**src/hdl/azr_pkg.sv**
```systemverilog
// Constants, register map and carrier types of the axis zero-return block.
// Assumes a 40 MHz system clock and a host port with one-cycle strobes.
package azr_pkg;

    // Clock and timing
    localparam int CLK_FREQ_MHZ = 40;
    localparam int FILT_TIME_NS = 4000;
    localparam int FILT_CYC = (FILT_TIME_NS * CLK_FREQ_MHZ + 999) / 1000;
    localparam int FILT_W = 8;

    // Host port
    localparam int ADDR_W = 5;
    localparam logic [ADDR_W-1:0] OFS_ENV_ONE = 5'h00;
    localparam logic [ADDR_W-1:0] OFS_ENV_TWO = 5'h04;
    localparam logic [ADDR_W-1:0] OFS_ENV_THREE = 5'h08;
    localparam logic [ADDR_W-1:0] OFS_EXT_STATUS = 5'h0C;
    localparam logic [ADDR_W-1:0] OFS_SUB_STATUS = 5'h10;
    localparam logic [ADDR_W-1:0] OFS_MODE = 5'h14;
    localparam logic [ADDR_W-1:0] OFS_COMMAND = 5'h18;

    // Reset values
    localparam logic [31:0] ENV_RESET = 32'h0000_0000;
    localparam logic [6:0] MODE_RESET = 7'h00;

    // Environment one fields
    localparam int ENV1_ORG_POL = 0;
    localparam int ENV1_LIM_DECEL = 3;
    localparam int ENV1_AUTO_DEV_CLR = 11;
    localparam int ENV1_FILTER = 26;
    // Environment two fields
    localparam int ENV2_IDX_RISE = 23;
    // Environment three fields
    localparam int ENV3_METHOD_LSB = 0;
    localparam int ENV3_IDX_CNT_LSB = 4;
    localparam int ENV3_CLR_LSB = 20;
    localparam logic [3:0] METHOD_INDEX_FIRST = 4'h2;

    // Status fields
    localparam int EXT_BUSY = 0;
    localparam int EXT_LIM_STOP = 1;
    localparam int EXT_DECEL = 2;
    localparam int EXT_INDEX = 10;
    localparam int SUB_LIM_POS = 12;
    localparam int SUB_LIM_NEG = 13;
    localparam int SUB_ORIGIN = 14;

    // Command word fields
    localparam int CMD_START = 0;
    localparam int CMD_STOP = 1;

    // Operation mode codes
    localparam logic [6:0] MODE_ZR_POS = 7'h10;
    localparam logic [6:0] MODE_ZR_NEG = 7'h18;

    typedef enum logic [2:0] {
        AZR_IDLE = 3'b001,
        AZR_FEED = 3'b010,
        AZR_DECEL = 3'b100
    } azr_state_e;

    typedef struct packed {
        logic limit_polarity;
        logic end_limit_neg;
        logic end_limit_pos;
        logic encoder_index;
        logic origin_switch;
    } azr_pins_s;

    typedef struct packed {
        logic [ADDR_W-1:0] addr;
        logic [31:0] wdata;
        logic wr;
        logic rd;
    } azr_bus_s;

endpackage : azr_pkg

```
**src/hdl/azr_axis_zero_return.sv**
```systemverilog
// Axis zero-return logic: switch conditioning, index counting, feed control.
// Assumes switch pins are asynchronous and the host strobes never overlap.
//
// Overview of operation
// - Origin input active low when polarity bit is 0, active high when 1.
// - Sub status bit 14 shows the origin switch state, 1 meaning on.
// - Index pulses counted on falling edges, or rising edges when bit 23 set.
// - In index methods, zero return completes when index count reaches programmed field plus one.
// - Extension status bit 10 shows the live index input state.
// - End limits active high when polarity pin low, active low when high.
// - Limit in feed direction stops pulses at once, or decelerates if bit 3.
// - Sub status bits 12 and 13 show positive and negative limit states.
// - With filter bit 26 set, limit and origin pulses under 4 us ignored.
// - After start in zero-return mode, feed pulses continue until completion, a stop command or a limit stop.
// - Mode 10h returns in positive direction, 18h in negative direction.
// - Completion clears selected counters and may pulse deviation clear.
// - Counter clear at completion only where environment three enables it.
// - Deviation clear pulse only when auto output enabled in environment one.
// - Bits 20 to 23 select command, mechanical, deviation, general counters.
//
// Our own choices: strobed register access and the placing of the registers.
`timescale 1ns/1ps

module azr_axis_zero_return #(
    parameter int FEED_DIV = 16,
    parameter int DECEL_PULSES = 8,
    parameter int DEV_CLR_CYC = 4
) (
    input wire logic clk_i,
    input wire logic rst_n_i,
    input azr_pkg::azr_bus_s bus_i,
    input azr_pkg::azr_pins_s pins_i,
    output logic [31:0] rdata_o,
    output logic feed_pulse_o,
    output logic feed_dir_o,
    output logic busy_o,
    output logic deviation_clear_out_o,
    output logic [3:0] counter_clear_o
);
    import azr_pkg::*;

    function automatic logic hit(input azr_bus_s b, input logic [ADDR_W-1:0] a);
        hit = b.addr == a;
    endfunction : hit

    azr_pins_s sync_a;
    azr_pins_s sync_b;
    logic [31:0] env_one;
    logic [31:0] env_two;
    logic [31:0] env_three;
    logic [6:0] operation_mode_code;
    logic [2:0] act;
    logic [2:0] flt;
    logic [FILT_W-1:0] flt_cnt [3];
    logic idx_prev;
    logic idx_edge;
    logic [3:0] idx_cnt;
    logic org_prev;
    logic org_seen;
    logic zr_done;
    logic lim_hit;
    logic lim_stop;
    logic start_cmd;
    logic stop_cmd;
    logic [15:0] div_cnt;
    logic [15:0] decel_left;
    logic [7:0] dev_cnt;
    logic [31:0] ext_status;
    logic [15:0] sub_status;
    azr_state_e state;
    azr_state_e next_state;

    // Two-flop input synchroniser
    always_ff @(posedge clk_i) begin
        if (!rst_n_i) begin
            sync_a <= '0;
            sync_b <= '0;
        end else begin
            sync_a <= pins_i;
            sync_b <= sync_a;
        end
    end

    // Polarity: origin by register bit, limits by the polarity pin
    always_comb begin
        act[0] = sync_b.origin_switch ~^ env_one[ENV1_ORG_POL];
        act[1] = sync_b.end_limit_pos ^ sync_b.limit_polarity;
        act[2] = sync_b.end_limit_neg ^ sync_b.limit_polarity;
    end

    // Glitch filter: a change must persist for the filter time
    always_ff @(posedge clk_i) begin
        if (!rst_n_i) begin
            flt <= 3'h0;
            for (int i = 0; i < 3; i++) begin
                flt_cnt[i] <= '0;
            end
        end else begin
            for (int i = 0; i < 3; i++) begin
                if (!env_one[ENV1_FILTER] || act[i] == flt[i]) begin
                    flt[i] <= act[i];
                    flt_cnt[i] <= '0;
                end else if (flt_cnt[i] == FILT_W'(FILT_CYC - 1)) begin
                    flt[i] <= act[i];
                    flt_cnt[i] <= '0;
                end else begin
                    flt_cnt[i] <= flt_cnt[i] + FILT_W'(1);
                end
            end
        end
    end

    // Index edge select
    always_comb begin
        if (env_two[ENV2_IDX_RISE]) begin
            idx_edge = sync_b.encoder_index & ~idx_prev;
        end else begin
            idx_edge = ~sync_b.encoder_index & idx_prev;
        end
    end

    // Completion: origin-only methods, or origin then index count
    always_comb begin
        if (env_three[ENV3_METHOD_LSB +: 4] < METHOD_INDEX_FIRST) begin
            zr_done = flt[0] & ~org_prev;
        end else begin
            zr_done = org_seen & idx_edge
                & (idx_cnt == env_three[ENV3_IDX_CNT_LSB +: 4]);
        end
        lim_hit = feed_dir_o ? flt[2] : flt[1];
        start_cmd = bus_i.wr && hit(bus_i, OFS_COMMAND)
            && bus_i.wdata[CMD_START]
            && (operation_mode_code == MODE_ZR_POS
            || operation_mode_code == MODE_ZR_NEG);
        stop_cmd = bus_i.wr && hit(bus_i, OFS_COMMAND)
            && bus_i.wdata[CMD_STOP];
    end

    // Index counter and origin tracking
    always_ff @(posedge clk_i) begin
        if (!rst_n_i) begin
            idx_prev <= 1'b0;
            org_prev <= 1'b0;
            org_seen <= 1'b0;
            idx_cnt <= 4'h0;
        end else begin
            idx_prev <= sync_b.encoder_index;
            org_prev <= flt[0];
            if (state != AZR_FEED) begin
                org_seen <= 1'b0;
                idx_cnt <= 4'h0;
            end else begin
                if (flt[0]) begin
                    org_seen <= 1'b1;
                end
                if (org_seen && idx_edge) begin
                    idx_cnt <= idx_cnt + 4'h1;
                end
            end
        end
    end

    // Register writes
    always_ff @(posedge clk_i) begin
        if (!rst_n_i) begin
            env_one <= ENV_RESET;
            env_two <= ENV_RESET;
            env_three <= ENV_RESET;
            operation_mode_code <= MODE_RESET;
        end else if (bus_i.wr) begin
            if (hit(bus_i, OFS_ENV_ONE)) begin
                env_one <= bus_i.wdata;
            end
            if (hit(bus_i, OFS_ENV_TWO)) begin
                env_two <= bus_i.wdata;
            end
            if (hit(bus_i, OFS_ENV_THREE)) begin
                env_three <= bus_i.wdata;
            end
            if (hit(bus_i, OFS_MODE)) begin
                operation_mode_code <= bus_i.wdata[6:0];
            end
        end
    end

    // Feed state machine
    always_comb begin
        next_state = state;
        unique case (state)
            AZR_IDLE: begin
                if (start_cmd) begin
                    next_state = AZR_FEED;
                end
            end
            AZR_FEED: begin
                if (stop_cmd || zr_done) begin
                    next_state = AZR_IDLE;
                end else if (lim_hit) begin
                    next_state = env_one[ENV1_LIM_DECEL] ? AZR_DECEL
                        : AZR_IDLE;
                end
            end
            AZR_DECEL: begin
                if (stop_cmd || decel_left == 16'h0000) begin
                    next_state = AZR_IDLE;
                end
            end
            default: next_state = AZR_IDLE;
        endcase
    end

    always_ff @(posedge clk_i) begin
        if (!rst_n_i) begin
            state <= AZR_IDLE;
        end else begin
            state <= next_state;
        end
    end

    // Direction, pulse divider and deceleration tail
    always_ff @(posedge clk_i) begin
        if (!rst_n_i) begin
            feed_dir_o <= 1'b0;
            feed_pulse_o <= 1'b0;
            div_cnt <= 16'h0000;
            decel_left <= 16'h0000;
            busy_o <= 1'b0;
        end else begin
            busy_o <= next_state != AZR_IDLE;
            if (state == AZR_IDLE && start_cmd) begin
                feed_dir_o <= operation_mode_code == MODE_ZR_NEG;
            end
            if (next_state == AZR_IDLE) begin
                div_cnt <= 16'h0000;
                feed_pulse_o <= 1'b0;
            end else begin
                feed_pulse_o <= div_cnt == 16'h0000;
                div_cnt <= (div_cnt == 16'(FEED_DIV - 1)) ? 16'h0000
                    : div_cnt + 16'h0001;
            end
            if (state == AZR_FEED) begin
                decel_left <= 16'(DECEL_PULSES);
            end else if (state == AZR_DECEL && feed_pulse_o
                && decel_left != 16'h0000) begin
                decel_left <= decel_left - 16'h0001;
            end
        end
    end

    // Completion actions and limit stop flag
    always_ff @(posedge clk_i) begin
        if (!rst_n_i) begin
            counter_clear_o <= 4'h0;
            deviation_clear_out_o <= 1'b0;
            dev_cnt <= 8'h00;
            lim_stop <= 1'b0;
        end else begin
            counter_clear_o <= 4'h0;
            if (state == AZR_FEED && zr_done) begin
                counter_clear_o <= env_three[ENV3_CLR_LSB +: 4];
            end
            if (state == AZR_FEED && zr_done && env_one[ENV1_AUTO_DEV_CLR]) begin
                dev_cnt <= 8'(DEV_CLR_CYC - 1);
                deviation_clear_out_o <= 1'b1;
            end else if (dev_cnt != 8'h00) begin
                dev_cnt <= dev_cnt - 8'h01;
            end else begin
                deviation_clear_out_o <= 1'b0;
            end
            if (state == AZR_FEED && !zr_done && !stop_cmd && lim_hit) begin
                lim_stop <= 1'b1;
            end else if (state == AZR_IDLE && start_cmd) begin
                lim_stop <= 1'b0;
            end
        end
    end

    // Status words
    always_comb begin
        ext_status = 32'h0000_0000;
        ext_status[EXT_BUSY] = state != AZR_IDLE;
        ext_status[EXT_LIM_STOP] = lim_stop;
        ext_status[EXT_DECEL] = state == AZR_DECEL;
        ext_status[EXT_INDEX] = sync_b.encoder_index;
        sub_status = 16'h0000;
        sub_status[SUB_LIM_POS] = flt[1];
        sub_status[SUB_LIM_NEG] = flt[2];
        sub_status[SUB_ORIGIN] = flt[0];
    end

    // Read port, data valid one cycle after the strobe only
    always_ff @(posedge clk_i) begin
        if (!rst_n_i || !bus_i.rd) begin
            rdata_o <= 32'h0000_0000;
        end else if (hit(bus_i, OFS_EXT_STATUS)) begin
            rdata_o <= ext_status;
        end else if (hit(bus_i, OFS_SUB_STATUS)) begin
            rdata_o <= {16'h0000, sub_status};
        end else if (hit(bus_i, OFS_MODE)) begin
            rdata_o <= {25'h000_0000, operation_mode_code};
        end else begin
            rdata_o <= 32'h0000_0000;
        end
    end
endmodule : azr_axis_zero_return

```
**config.mk**
```make
export PLATFORM = sky130hd
export DESIGN_NAME = azr_axis_zero_return
export DESIGN_NICKNAME = d
export VERILOG_FILES = /design/src/hdl/azr_pkg.sv /design/src/hdl/azr_axis_zero_return.sv
export SDC_FILE = /design/constraint.sdc
export NUM_CORES = 1
export LEC_CHECK = 0
export BUFFER_PORTS_ARGS = -buffer_cell sky130_fd_sc_hd__buf_4
export CAP_MARGIN = 20
export CORE_AREA = 3 3 96 166
export DETAILED_ROUTE_END_ITERATION = 6
export DIE_AREA = 0 0 99 169
export PLACE_DENSITY = 0.59
export SLEW_MARGIN = 10
export SYNTH_ARGS = -nofsm -noshare
export SYNTH_HDL_FRONTEND = slang
export SYNTH_SLANG_ARGS = --single-unit
export TNS_END_PERCENT = 20
```
**constraint.sdc**
```tcl
create_clock -name clk_i -period 1.7 [get_ports clk_i]
set_input_delay 0.34 -clock clk_i [delete_from_list [all_inputs] [get_ports clk_i]]
set_output_delay 0.34 -clock clk_i [all_outputs]
set_load 0.005 [all_outputs]
```
# ---- Word level (Yosys, flattened, before mapping)
# Memories as Yosys holds them, arrays and structs flattened.
# Index checks and enable logic that the tools add are counted.
# Widths: inputs -> output; s select.
dict set report totals {
  out_inout_bits 40
  in_bits 46
  n_memories 1
  ramBits 24
  elab_cells 210
  ff_bits 186
}
# name depth word_bits read_ports rd_ports_with_merged_regs wr line_no
set mem_list {}
lappend mem_list {flt_cnt 3 8 3 0 3 azr_axis_zero_return.sv:54} ;# logic [FILT_W-1:0] flt_cnt [3];
dict set report op_classes {
  mux 69
  add_sub_neg 7
  order_cmp 1
  eq_ne 24
  bitwise_logic 22
  n_reduce_logical 49
}
# op count
set op_table {}
lappend op_table {{$mux 8} 9}
lappend op_table {{$mux 1} 47}
lappend op_table {{$logic_not 16->1} 2}
lappend op_table {{$add 8x1->8 const B} 3}
lappend op_table {{$eq 8x8->1 const B} 3}
lappend op_table {{$add 16x1->16 const B} 1}
lappend op_table {{$eq 16x4->1 const B} 1}
lappend op_table {{$reduce_bool 16->1} 1}
lappend op_table {{$sub 16x1->16 const B} 1}
lappend op_table {{$eq 5x5->1 const B} 3}
lappend op_table {{$mux 15} 1}
lappend op_table {{$mux 3} 5}
lappend op_table {{$eq 7x5->1 const B} 2}
lappend op_table {{$logic_and 1x1->1} 13}
lappend op_table {{$reduce_bool 2->1} 6}
lappend op_table {{$mux 11} 1}
lappend op_table {{$eq 5x4->1 const B} 2}
lappend op_table {{$reduce_and 2->1} 5}
lappend op_table {{$reduce_or 2->1} 5}
lappend op_table {{$or 1x1->1} 9}
lappend op_table {{$pmux 3 s3} 1}
lappend op_table {{$mux 4} 2}
lappend op_table {{$reduce_bool 8->1} 1}
lappend op_table {{$sub 8x1->8 const B} 1}
lappend op_table {{other kinds (22)} 47}

# ---- Logic depth before layout (Yosys ltp)
dict set report depth {
  word_depth 11
  mapped_depth 8
  ltp_nobuf 7
}

# ---- Worst setup path after synthesis
# Ideal clock, no wire load.
dict set report synth_timing {
  kind {register to register}
  startpoint {register decel_left[0]}
  endpoint {register div_cnt[0]}
  path_buffers 1
  arrival_ns 1.533
  setup_ns 0.124
  required_time_ns 1.576
  path_stages_with_launch 9
  slack_ns 0.044
  cell_sequence {dfxtp_1 > inv_1 > ha_1 > nor3b_1 > nand4_1 > and3_1 > o21bai_4 > buf_6 > a21oi_2}
}
dict set report synth_via {
  elab_chain_cells 6
}
# item line_no
set synth_rtl {}
lappend synth_rtl {{from (decl)} azr_axis_zero_return.sv:66} ;# logic [15:0] decel_left;
lappend synth_rtl {{from (signal assigned)} azr_axis_zero_return.sv:242} ;# decel_left <= 16'(DECEL_PULSES);
lappend synth_rtl {{from (signal assigned)} azr_axis_zero_return.sv:245} ;# decel_left <= decel_left - 16'h0001;
lappend synth_rtl {{$logic_not 16->1} azr_axis_zero_return.sv:204} ;# if (stop_cmd || decel_left == 16'h0000) begin
lappend synth_rtl {{$logic_or 1x1->1} azr_axis_zero_return.sv:204}
lappend synth_rtl {{$mux 3} azr_axis_zero_return.sv:204}
lappend synth_rtl {{$pmux 3 s3} azr_axis_zero_return.sv:189} ;# unique case (state)
lappend synth_rtl {{$eq 3x1->1} azr_axis_zero_return.sv:233} ;# if (next_state == AZR_IDLE) begin
lappend synth_rtl {{$reduce_or 3->1 (no source line)} n/a}
lappend synth_rtl {{to (signal assigned)} azr_axis_zero_return.sv:238} ;# div_cnt <= (div_cnt == 16'(FEED_DIV - 1)) ? 16'h0000
lappend synth_rtl {{to (decl)} azr_axis_zero_return.sv:65} ;# logic [15:0] div_cnt;
# No other way between the ends.
# A chain may end at the register's enable or synchronous reset.

# ---- Final worst setup path
dict set report layout_timing {
  startpoint {register decel_left[6]}
  endpoint {register decel_left[12]}
}
dict set report layout_via {
  elab_chain_cells 2
  word_cells_on_any_way 3
  classes_between {add/sub (1); reduce/logical (2)}
}
# item
set layout_rtl {}
lappend layout_rtl {{parallel branches: the longest is 2 deep, another holds $sub 16x1->16}}
# Parallel ways; which one is timed is not known.

==> results.toml <==
[power]
cellPowerDensity_nw_per_um2 = 943
vdd_ir_drop_max_uv = 595
power.leakage_nw = 3.01
fin_total_pwr_w = 0.00711

[clock_network]
cts_buffer_depth = 2
tritoncts = "yes"
post_cts_hold_buffer_count = 0
clock_sink_count = 130
cts_max_level = 4
clock_latency_on_the_worst_skew_pair_ns = 0.42
clkSlewWorstSetupHoldPaths_ns = 0.06
cts_root_buffer = "clkbuf_16"
cts-buffers-inserted = 17

[grt]
grt_max_degree = 25
global_route_wire_length_before_repair_um = 20200
number_of_antenna_violations_at_the_first_check_in_global_routing = 0
grt_remaining_overflow = 0
via_count_of_the_first_global_routing_pass = 4546
grt_usage = 0.151

[drt]
detailroute.via_count = 4459
initialDrtViolationCount = 154
drc = 0
wl_met3_um = 436
avgViaCountPerCell = 4.82
total_routed_length_um = 12200
maxUsedRoutingLayer = "met4"
route.layer.met1.wl_um = 4770
route.met2.wl_um = 6680
route.detailed.wl_per_inst_um = 13.2
detailedRoute.firstPassIterationCount = 4
postRouteAntennaNets = 0

[placement]
dpl-instance-area_um2 = 6830
io_buffers = 46
gp_congestion = 0.823
dpl_worst_slack_ns = -0.105
dpl.hpwl_um = 9190

[synthesis]
synth_xor_area_frac = 0.0945
synth_seq_cells = 130
yosys-top-cells-area = "dfxtp_1 36%, edfxtp_1 12%, xor2_1 5.9%"
synth-async-reset-ratio = 0
yosys.area.top_type_share = 0.364
synth_top_family_by_area = "simple AND/OR/NAND/NOR gates"
yosys.area_share.adder = 0.0193
biggest_area_consumer_among_synthesized_cells = "dfxtp_1"
yosysSeqAreaShare = 0.487
synth_cells = 598
synth-edff-count = 24
synth_flop_cell = "dfxtp_1"
yosysUniqueCellTypes = 60
synth_compound_gate_area_share = 0.0722
synth_simple_gate_area_share = 0.247
synth.avg_cell_area_um2 = 9.76
synth.mux.area_fraction = 0.0311
post_synth_instance_area_um2 = 5840
synth_warnings = 0

[critical_path]
crit_path_start_kind = "flip-flop"
worstSetupEndpointType = "flip-flop"
arrival_time_at_the_worst_endpoint_ns = 1.98
critical_path.max_fanout = 6
timing_worst_setup_path_type = "reg2reg"
crit_required_ns = 2.00

[die]
core_region_area_um2 = 14800
io_pins = 86
floorplan.die_area_um2 = 16700
die_h_um = 169
initial_cell_density_of_the_core = 0.393
num_rows = 59
floorplan.die.width_um = 99

[flow_run]
max_cap_viol = 0

[cells_and_area]
area_growth_syn_to_layout_pct = 29.1
insertedDiodeCount = 0
postLayoutCellArea_um2 = 7540
most_common_cell_after_layout_fill_and_taps_aside = "dfxtp_1"
filler_cell_count = 1378
layout-drive-gt1-share = 0.240
most-common-layout-cells = "106 x dfxtp_1, 105 x buf_4, 69 x nor2_1"
nets = 784

[min_path]
holdCritPathClass = "in2reg"

[timing]
timing.final.max_slew_violations = 0
setup_total_negative_slack_ns = 0
post-route-period-util = 0.983
setup_repair_after_global_routing_missed_its_margin = "yes"
whs_ns = 0.131
setup_violations = 0
final_critical_path_setup_slack_ns = 0.0284
post_layout_minimum_cycle_time_ns = 1.67
fin_skew_ns = 0.0121
final_hold_viol_count = 0
fmax_mhz = 598

[status]
result_of_the_run = "complete, no violations"
## critical path, cell delays in order (launching register included)
cell and delay [ns]:
dfxtp_1 0.32, buf_4 0.15, or4_4 0.57, nor2_4 0.11, nor4b_4 0.21, xnor2_1 0.15
nor2_1 0.06
## cell type report
class / count / area [um2] / share of cell area
Inverter: 12 / 45.0 / 0.00598
Multi-Input combinational cell: 460 / 2970 / 0.394
Sequential cell: 130 / 2840 / 0.377
Clock buffer: 18 / 450 / 0.0598
Tap cell: 183 / 229 / 0.0304
Timing Repair Buffer: 108 / 848 / 0.113
Clock inverter: 14 / 149 / 0.0198
## registers in the layout, summed over array words and instances, names as in the netlist, 3 cells and up
register	count
counter_clear_o	4
dev_cnt	8
rdata_o	11
idx_cnt	4
flt_cnt	24
sync_a	5
env_three	11
div_cnt	16
state	3
decel_left	16
sync_b	4
flt	3
env_one	4
operation_mode_code	7
## layer usage
metal	track usage	up-vias
met4	0.0660	0
met2	0.283	70
met3	0.0412	18
li1	-	2258
met5	0	-
met1	0.152	2113
## power breakdown
part / switching, W / internal, W / leakage (nW)
logic: 0.000139 / 0.000131 / 1.61
registers: 0.0000294 / 0.00318 / 1.10
clock network: 0.00137 / 0.00226 / 0.301
total: 0.00154 / 0.00557 / 3.01
## timing repair
item | in CTS | in global routing
gates cloned | 0 | 0
pin swaps | 1 | 3
endpoints found under the setup margin | 28 | 49
resized for setup | 8 | 13
setup buffers | 1 | 0
## cell usage after synthesis (all sizes together), types with 2 or more instances
library cell,n
o21ai,5
nand2,41
or3,2
inv,12
o31ai,3
nand3,47
a31oi,2
nand2b,2
xnor2,24
ha,9
nor4,12
clkbuf,14
conb,2
and3,14
dfxtp,106
a21boi,14
nand4,8
and4,2
nor2,72
or4,2
a21oi,23
nor4b,3
and2,21
xor2,39
buf,25
edfxtp,24
mux2i,17
or3b,2
nor3b,2
nand4bb,2
nor2b,18
nor3,11
a22oi,3
a22o,2
## stage by stage
step / instances / util
2_1_floorplan: 641 / -
3_3_place_gp: 892 / 0.460
3_5_place_dp: 892 / 0.460
4_1_cts: 925 / 0.504
5_1_grt: 925 / 0.508
6_report: 925 / 0.508
## path summary, 6_finish.rpt
| path | startpoint | to | slack (ns) | cells after the start |
|---|---|---|---|---|
| setup / recovery | decel_left[6] | decel_left[12] | 0.03 | 6 |
| hold / removal | pins_i[0] | sync_a[0] | 0.13 | 2 |
| setup reg to reg | decel_left[6] | decel_left[12] | 0.03 | 6 |
| hold reg to reg | sync_a[4] | sync_b[4] | 0.44 | 1 |
## cell families after synthesis
kind of cell | Yosys count
simple gates | 267
flops | 130
xor+xnor | 63
compound gates | 58
buf+inv | 51
mux | 18
fa+ha+maj | 9
other cells | 2
(Power assumes the default switching activity.)
